### src/verilog/asramc_pkg.sv
// Package for the asynchronous static memory word-port controller.
// Assumes a 20 MHz mclk; all pin timings are counted in whole mclk cycles.
package asramc_pkg;
    // ==========================================================
    // Widths
    localparam int ADDR_W = 18;
    localparam int DATA_W = 16;
    localparam int LANE_W = 8;
    // ==========================================================
    // Clock and pin timings
    localparam int CLK_PERIOD_NS = 50;
    localparam int CLK_MHZ = 20;
    localparam int T_POWER_US = 100;       // Supply stable to first access
    localparam int T_RC_NS = 8;            // Least read cycle
    localparam int T_AA_NS = 8;            // Address to data valid
    localparam int T_WC_NS = 8;            // Least write cycle
    localparam int T_PWE_NS = 6;           // Strobe pulse, also select and lane hold
    localparam int T_SD_NS = 4;            // Data setup to write end
    localparam int T_HZWE_NS = 4;          // Strobe low to float
    localparam int T_HZOE_NS = 4;          // Output enable high to float
    // Least times round up, never below one cycle
    function automatic int ceilCycles(input int ns);
        int c;
        c = (ns + CLK_PERIOD_NS - 1) / CLK_PERIOD_NS;
        return (c < 1) ? 1 : c;
    endfunction : ceilCycles
    localparam int POWER_CYCLES = T_POWER_US * CLK_MHZ;
    localparam int SYNC_STAGES = 2;        // Flops between the data pins and the read register
    // Access time plus the synchroniser, so read data is settled when it is taken
    localparam int READ_CYCLES = ceilCycles((T_AA_NS > T_RC_NS) ? T_AA_NS : T_RC_NS) + SYNC_STAGES;
    localparam int WRITE_CYCLES = ceilCycles(T_PWE_NS + T_SD_NS + T_HZWE_NS + T_WC_NS);
    localparam int FLOAT_CYCLES = ceilCycles(T_HZOE_NS);
    localparam int CNT_W = 12;
    // ==========================================================
    // Controller states
    typedef enum logic [2:0] {
        ASRAMC_POWER = 3'b000,
        ASRAMC_IDLE  = 3'b001,
        ASRAMC_READ  = 3'b010,
        ASRAMC_WRITE = 3'b011,
        ASRAMC_RECOV = 3'b100
    } asramc_state_t;
endpackage : asramc_pkg

### src/verilog/asramc_sync.sv
// Two-flop synchroniser for a bus of pin inputs.
// Assumes the input is asynchronous to mclk; only stage two is read outside.
`timescale 1ns/10ps
module asramc_sync #(
    parameter int W = 16
) (
    input wire logic mclk,
    input wire logic arst_n,
    input wire logic [W-1:0] din,
    output logic [W-1:0] dout
);
    // ==========================================================
    // Stages
    logic [W-1:0] stage1; // Only read by stage two
    logic [W-1:0] next_stage1;
    logic [W-1:0] next_dout;
    // Next values are just a shift
    always_comb begin
        next_stage1 = din;
        next_dout = stage1;
    end
    // Register both stages
    always_ff @(posedge mclk or negedge arst_n) begin
        if (!arst_n) begin
            stage1 <= '0;
            dout <= '0;
        end else begin
            stage1 <= next_stage1;
            dout <= next_dout;
        end
    end
endmodule : asramc_sync

### src/verilog/asramc_ctrl.sv
// Host-side controller for a 256K x 16 asynchronous static memory.
// Assumes a user port on mclk and the memory pins wired directly to this block.
//
// Behaviour
// - Drive 18-bit word address per access
// - Write spans overlap of select, strobe, lanes
// - Write data valid before ending edge
// - Wait 100 us before first access
// - Read cycle long enough for data
// - Write cycle and pulses held long enough
// - Address stable around the write
// - Strobe-ended write with OE low lengthened
// - Address valid by select falling edge
`timescale 1ns/10ps
module asramc_ctrl (
    input wire logic mclk,
    input wire logic arst_n,
    input wire logic reqValid,              // Request strobe, one cycle
    input wire logic reqWrite,              // One for write
    input wire logic [17:0] reqAddr,
    input wire logic [15:0] reqWdata,
    input wire logic [1:0] reqLaneEn,       // Bit1 upper, bit0 lower, active high
    output logic reqReady,                  // High when a request is taken
    output logic rspValid,                  // One-cycle pulse at end of access
    output logic [15:0] rspRdata,
    output logic [17:0] word_address,
    output logic chipSelect_n,
    output logic writeStrobe_n,
    output logic outputEnable_n,
    output logic upper_byte_enable_n,
    output logic lower_byte_enable_n,
    output logic [15:0] dataBusOut,
    output logic [15:0] dataBusOe_n,        // Low while this block drives the bus
    input wire logic [15:0] data_bus
);
    // ==========================================================
    // Synchronised read data
    logic [15:0] busSync;
    asramc_sync #(.W(asramc_pkg::DATA_W)) uSync (
        .mclk(mclk),
        .arst_n(arst_n),
        .din(data_bus),
        .dout(busSync)
    );
    // ==========================================================
    // State
    asramc_pkg::asramc_state_t state, next_state;
    logic [asramc_pkg::CNT_W-1:0] cnt, next_cnt; // Phase counter
    logic [1:0] lanes, next_lanes;               // Lanes of current access
    logic next_reqReady, next_rspValid;
    logic [15:0] next_rspRdata, next_dataBusOut, next_dataBusOe_n;
    logic [17:0] next_word_address;
    logic next_cs_n, next_we_n, next_oe_n, next_ube_n, next_lbe_n;

    // Counter reload values at fixed width
    localparam logic [asramc_pkg::CNT_W-1:0] POWER_LOAD = asramc_pkg::CNT_W'(asramc_pkg::POWER_CYCLES - 1);
    localparam logic [asramc_pkg::CNT_W-1:0] READ_LOAD = asramc_pkg::CNT_W'(asramc_pkg::READ_CYCLES - 1);
    localparam logic [asramc_pkg::CNT_W-1:0] WRITE_LOAD = asramc_pkg::CNT_W'(asramc_pkg::WRITE_CYCLES - 1);
    localparam logic [asramc_pkg::CNT_W-1:0] FLOAT_LOAD = asramc_pkg::CNT_W'(asramc_pkg::FLOAT_CYCLES - 1);
    localparam logic [asramc_pkg::CNT_W-1:0] CNT_ZERO = 12'h000;
    localparam logic [asramc_pkg::CNT_W-1:0] CNT_ONE = 12'h001;

    // Lane mask expanded to the bus
    function automatic logic [15:0] laneMask(input logic [1:0] l);
        return {{asramc_pkg::LANE_W{l[1]}}, {asramc_pkg::LANE_W{l[0]}}};
    endfunction : laneMask

    // ==========================================================
    // Next-state logic
    // Every pin change lands on an mclk edge; at 50 ns a cycle each phase
    // is far longer than any pin timing, trading speed for simplicity.
    always_comb begin
        next_state = state;
        next_cnt = cnt;
        next_lanes = lanes;
        next_reqReady = 1'b0;
        next_rspValid = 1'b0;
        next_rspRdata = rspRdata;
        next_word_address = word_address;
        next_cs_n = chipSelect_n;
        next_we_n = writeStrobe_n;
        next_oe_n = outputEnable_n;
        next_ube_n = upper_byte_enable_n;
        next_lbe_n = lower_byte_enable_n;
        next_dataBusOut = dataBusOut;
        next_dataBusOe_n = dataBusOe_n;
        case (state)
            // Pins stay idle through the whole wait; no request is seen here
            asramc_pkg::ASRAMC_POWER: begin
                // No access until the power-up wait has run out
                if (cnt == CNT_ZERO) begin
                    next_state = asramc_pkg::ASRAMC_IDLE;
                    next_reqReady = 1'b1;
                end else begin
                    next_cnt = cnt - CNT_ONE;
                end
            end
            asramc_pkg::ASRAMC_IDLE: begin
                next_reqReady = 1'b1;
                // Requests with no lane enabled are ignored
                if (reqValid && reqReady && (reqLaneEn != 2'h0)) begin
                    next_reqReady = 1'b0;
                    next_lanes = reqLaneEn;
                    // Address goes out with select, never after it
                    next_word_address = reqAddr;
                    next_cs_n = 1'b0;
                    next_ube_n = ~reqLaneEn[1];
                    next_lbe_n = ~reqLaneEn[0];
                    if (reqWrite) begin
                        // OE stays high so the device never drives during write
                        next_we_n = 1'b0;
                        next_oe_n = 1'b1;
                        next_dataBusOut = reqWdata;
                        next_dataBusOe_n = ~laneMask(reqLaneEn);
                        next_cnt = WRITE_LOAD;
                        next_state = asramc_pkg::ASRAMC_WRITE;
                    end else begin
                        next_we_n = 1'b1;
                        next_oe_n = 1'b0;
                        next_dataBusOe_n = 16'hFFFF;
                        next_cnt = READ_LOAD;
                        next_state = asramc_pkg::ASRAMC_READ;
                    end
                end
            end
            asramc_pkg::ASRAMC_READ: begin
                if (cnt == CNT_ZERO) begin
                    // Data has crossed both synchroniser stages by now; READ_LOAD
                    // holds two cycles on top of the access time for that.
                    next_rspRdata = busSync & laneMask(lanes);
                    next_rspValid = 1'b1;
                    next_cs_n = 1'b1;
                    next_oe_n = 1'b1;
                    next_ube_n = 1'b1;
                    next_lbe_n = 1'b1;
                    next_cnt = FLOAT_LOAD;
                    next_state = asramc_pkg::ASRAMC_RECOV;
                end else begin
                    next_cnt = cnt - CNT_ONE;
                end
            end
            // Strobe low for one phase; 50 ns covers pulse, setup and float
            asramc_pkg::ASRAMC_WRITE: begin
                if (cnt == CNT_ZERO) begin
                    // Strobe ends the write; data, address and select stay one more phase
                    next_we_n = 1'b1;
                    next_rspValid = 1'b1;
                    next_cnt = FLOAT_LOAD;
                    next_state = asramc_pkg::ASRAMC_RECOV;
                end else begin
                    next_cnt = cnt - CNT_ONE;
                end
            end
            // One idle phase lets the device release the bus before the next turn
            asramc_pkg::ASRAMC_RECOV: begin
                // Release everything, then let device output float before next turn
                next_cs_n = 1'b1;
                next_ube_n = 1'b1;
                next_lbe_n = 1'b1;
                next_dataBusOe_n = 16'hFFFF;
                if (cnt == CNT_ZERO) begin
                    next_state = asramc_pkg::ASRAMC_IDLE;
                    next_reqReady = 1'b1;
                end else begin
                    next_cnt = cnt - CNT_ONE;
                end
            end
            default: begin
                next_state = asramc_pkg::ASRAMC_IDLE;
            end
        endcase
    end

    // ==========================================================
    // Registers; all pins come straight from flops
    // Reset leaves every strobe high so the device sits in standby
    always_ff @(posedge mclk or negedge arst_n) begin
        if (!arst_n) begin
            state <= asramc_pkg::ASRAMC_POWER;
            cnt <= POWER_LOAD;
            lanes <= 2'h0;
            reqReady <= 1'b0;
            rspValid <= 1'b0;
            rspRdata <= 16'h0000;
            word_address <= 18'h00000;
            chipSelect_n <= 1'b1;
            writeStrobe_n <= 1'b1;
            outputEnable_n <= 1'b1;
            upper_byte_enable_n <= 1'b1;
            lower_byte_enable_n <= 1'b1;
            dataBusOut <= 16'h0000;
            dataBusOe_n <= 16'hFFFF;
        end else begin
            state <= next_state;
            cnt <= next_cnt;
            lanes <= next_lanes;
            reqReady <= next_reqReady;
            rspValid <= next_rspValid;
            rspRdata <= next_rspRdata;
            word_address <= next_word_address;
            chipSelect_n <= next_cs_n;
            writeStrobe_n <= next_we_n;
            outputEnable_n <= next_oe_n;
            upper_byte_enable_n <= next_ube_n;
            lower_byte_enable_n <= next_lbe_n;
            dataBusOut <= next_dataBusOut;
            dataBusOe_n <= next_dataBusOe_n;
        end
    end
endmodule : asramc_ctrl

### config.mk
export PLATFORM = sky130hd
export DESIGN_NAME = asramc_ctrl
export DESIGN_NICKNAME = d
export VERILOG_FILES = /design/src/verilog/asramc_pkg.sv /design/src/verilog/asramc_sync.sv /design/src/verilog/asramc_ctrl.sv
export SDC_FILE = /design/constraint.sdc
export NUM_CORES = 1
export LEC_CHECK = 0
export BUFFER_PORTS_ARGS = -buffer_cell sky130_fd_sc_hd__buf_2
export CORE_ASPECT_RATIO = 0.9
export CORE_MARGIN = 2
export CORE_UTILIZATION = 57
export CTS_BUF_LIST = sky130_fd_sc_hd__clkbuf_8
export CTS_CLUSTER_SIZE = 20
export DETAILED_ROUTE_END_ITERATION = 7
export GPL_ROUTABILITY_DRIVEN = 1
export PLACE_DENSITY = 0.87
export REMOVE_ABC_BUFFERS = 1
export SLEW_MARGIN = 20
export SYNTH_ARGS = -nofsm -noshare
export SYNTH_HDL_FRONTEND = slang
export SYNTH_SLANG_ARGS = --single-unit
export TNS_END_PERCENT = 10
### constraint.sdc
create_clock -name mclk -period 6.8 [get_ports mclk]
set_input_delay 0.34 -clock mclk [delete_from_list [all_inputs] [get_ports mclk]]
set_output_delay 0.34 -clock mclk [all_outputs]
set_load 0.01 [all_outputs]
==> impl_metrics.env <==
export IMPL_fin_hold_ws_ns=0.06485
export IMPL_viasPerCell=5.337
export IMPL_cts_tree="built"
export IMPL_dr_pass1_iters=4
export IMPL_dieWidth_um=95.33
export IMPL_grt_pass1_wl_mm=14.31
export IMPL_drt_iter0_drc=140
export IMPL_initial_core_util=0.5986
export IMPL_yosysSeqAreaShare=0.6363
export IMPL_slew_headroom=0.2832
export IMPL_htree_levels=3
export IMPL_clk_pin_slew_ns=0.11
export IMPL_synth_xor_area_frac=0.004094
export IMPL_antenna_cells=0
export IMPL_grt_pass1_vias=2986
export IMPL_cts_setup_buffers=0
export IMPL_synth_top_family_by_area="simple AND/OR/NAND/NOR gates"
export IMPL_antenna_found_initial=0
export IMPL_setup_worst_path_end_class="register"
export IMPL_dpl_cell_area_sq_um=4871
export IMPL_vias=3085
export IMPL_setup_viol_count_final=0
export IMPL_clock_sinks=108
export IMPL_synth_main_ff_cell="dfrtp_1"
export IMPL_r2r_cells=4
export IMPL_cp_start_kind="register"
export IMPL_clockBufferDepth=2
export IMPL_powerDensity_nw_per_um2=209.9
export IMPL_fin_util=0.7110
export IMPL_drv_cap=0
export IMPL_min_period_over_period=0.4635
export IMPL_drtAntennaViolNets=0
export IMPL_gr_total_overflow=0
export IMPL_final_area_sq_um=5082
export IMPL_synth_top_cell_area_share=0.5380
export IMPL_synth_edff_count=0
export IMPL_dp_hpwl_mm=6.289
export IMPL_synth_common_cells="92 x dfrtp_1, 84 x nand2_1, 28 x inv_1, 18 x mux2i_1, 17 x mux2_2"
export IMPL_drc_errors=0
export IMPL_yosysWarningCount=0
export IMPL_synth_compound_area_share=0.06053
export IMPL_ys_seq_elements=108
export IMPL_min_path_cells=1
export IMPL_drv_slew=0
export IMPL_die_area_sq_um=8217
export IMPL_area_delta_synth_final_pct=18.77
export IMPL_cp_max_fo=19
export IMPL_wl_mm=8.644
export IMPL_hp_class="primary input to register"
export IMPL_synthAdderAreaFrac=0.005848
export IMPL_synthCells=369
export IMPL_tns_ns=0
export IMPL_period_needed_ns=3.152
export IMPL_irDropWorstVdd_mv=0.1434
export IMPL_grt_setup_unrepaired="false"
export IMPL_grt_start_max_net_pins=71
export IMPL_cts_root_buf="clkbuf_8"
export IMPL_crit_required_ns=7.08
export IMPL_outcome="finished clean"
export IMPL_port_buffers=128
export IMPL_pin_count=129
export IMPL_finClkSkew_ns=0.01318
export IMPL_instances_no_fill=578
export IMPL_cts_resized=0
export IMPL_max_slew_worst_pin_slew_ns=1.072
export IMPL_fin_ws_ns=3.648
export IMPL_gr_usage_all_layers=0.2269
export IMPL_layout_drive_gt1_share=0.3835
export IMPL_synth_cell_type_count=46
export IMPL_clkLatencyLatePin_ns=0.37
export IMPL_core_area_sq_um=7148
export IMPL_place_ws_ns=3.677
export IMPL_power_total_mw=1.067
export IMPL_yosys_area_share_simple=0.1365
export IMPL_cts_made_buffers=9
export IMPL_critical_path_class="register to register"
export IMPL_p_leak_nw=2.647
export IMPL_synth_most_common_cell="dfrtp_1"
export IMPL_final_nets=538
export IMPL_place_gp_congestion=0.8695
export IMPL_synthMuxAreaShare=0.08684
export IMPL_rows=29
export IMPL_dp_cells=561
export IMPL_clock_fmax_mhz=317.3
export IMPL_netlist_top_cell_by_area="dfrtp_1"
export IMPL_finalHoldViolCount=0
export IMPL_netlist_top_cells_area="dfrtp_1 54%, dfstp_2 9.8%, nand2_1 7.4%, mux2_2 4.5%, mux2i_1 4.2%"
export IMPL_die_y_um=86.20
export IMPL_drt_wirelength_per_cell_um=14.96
export IMPL_async_flop_share=1.000
export IMPL_synth_avg_cell_area_sq_um=11.60
export IMPL_arrival_ns=3.43
export IMPL_netlist_area_sq_um=4279
==> registers in the layout, indices dropped and copies added, names as in the netlist, 3 cells and up <==
register	count
uSync.next_dout	16
dataBusOut	16
uSync.dout	16
word_address	18
rspRdata	16
state	3
cnt	12
==> what timing repair did <==
item,4_1_cts,5_1_grt
hold buffers,1,0
endpoints found under the setup margin,0,0
endpoints found under the hold margin,31,0
==> cells in the final DEF (no fill, tap or decap), types with 3 or more instances in the layout <==
cell	synthesis	final
o21ai_0	4	4
dfstp_2	16	16
mux2_2	17	17
nand4_1	6	6
buf_4	14	3
nor2_1	8	8
o21bai_1	3	3
inv_1	28	28
nand3_1	3	3
a2bb2oi_1	3	3
a21oi_1	5	5
dfrtp_1	92	92
nand2b_1	3	3
or4_1	3	3
nor3_1	4	3
o22ai_1	5	5
o31a_1	3	3
o221ai_1	5	5
buf_2	1	127
clkbuf_8	0	10
nand2_1	84	84
mux2i_1	18	18
==> where the power goes <==
group | leakage [nW] | internal [mW] | switching [mW]
clock network | 0.100 | 0.154 | 0.229
registers | 1.36 | 0.652 | 0.00281
logic | 1.18 | 0.0122 | 0.0169
total | 2.65 | 0.818 | 0.248
==> layout make-up <==
type,instances,area (sq um)
inverter,28,105.1
clock buffer,10,137.6
clock inverter,6,63.81
multi-input combinational,202,1269
tap,93,116.4
timing repair buffer,131,668.1
fill,502,2066
sequential,108,2723
==> per-layer routing <==
layer / GRT usage / wire length (um) / up-vias
met5: 0 / 0 / -
met4: 0.07773 / 119 / 0
met3: 0.06522 / 666 / 11
met2: 0.3598 / 4304 / 118
met1: 0.3039 / 3554 / 1517
li1: - / - / 1439
==> critical path, stage by stage, from the launching register on <==
cell and delay [ns]:
dfrtp_1 0.45, or4_4 0.52, or4_1 0.84, nor3_4 0.96, mux2i_1 0.29
==> worst paths after layout <==
path                                     start  slack (ns)                  to
max                                     cnt[5]        3.65         rspRdata[0]
min                                data_bus[5]        0.06  uSync.next_dout[5]
max reg2reg                             cnt[5]        3.65         rspRdata[0]
min reg2reg                uSync.next_dout[15]        0.36      uSync.dout[15]
max in group asynchronous               arst_n        5.13       uSync.dout[6]
min in group asynchronous               arst_n        0.47        rspRdata[12]
==> cells by family after synthesis <==
family | count (synthesis)
XOR/XNOR | 2
AO/OA/AOI/OAI | 36
buffers and inverters | 59
adder cells (fa/ha/maj) | 2
AND/OR/NAND/NOR | 127
flip-flops | 108
multiplexers | 35
(Power assumes the default switching activity.)
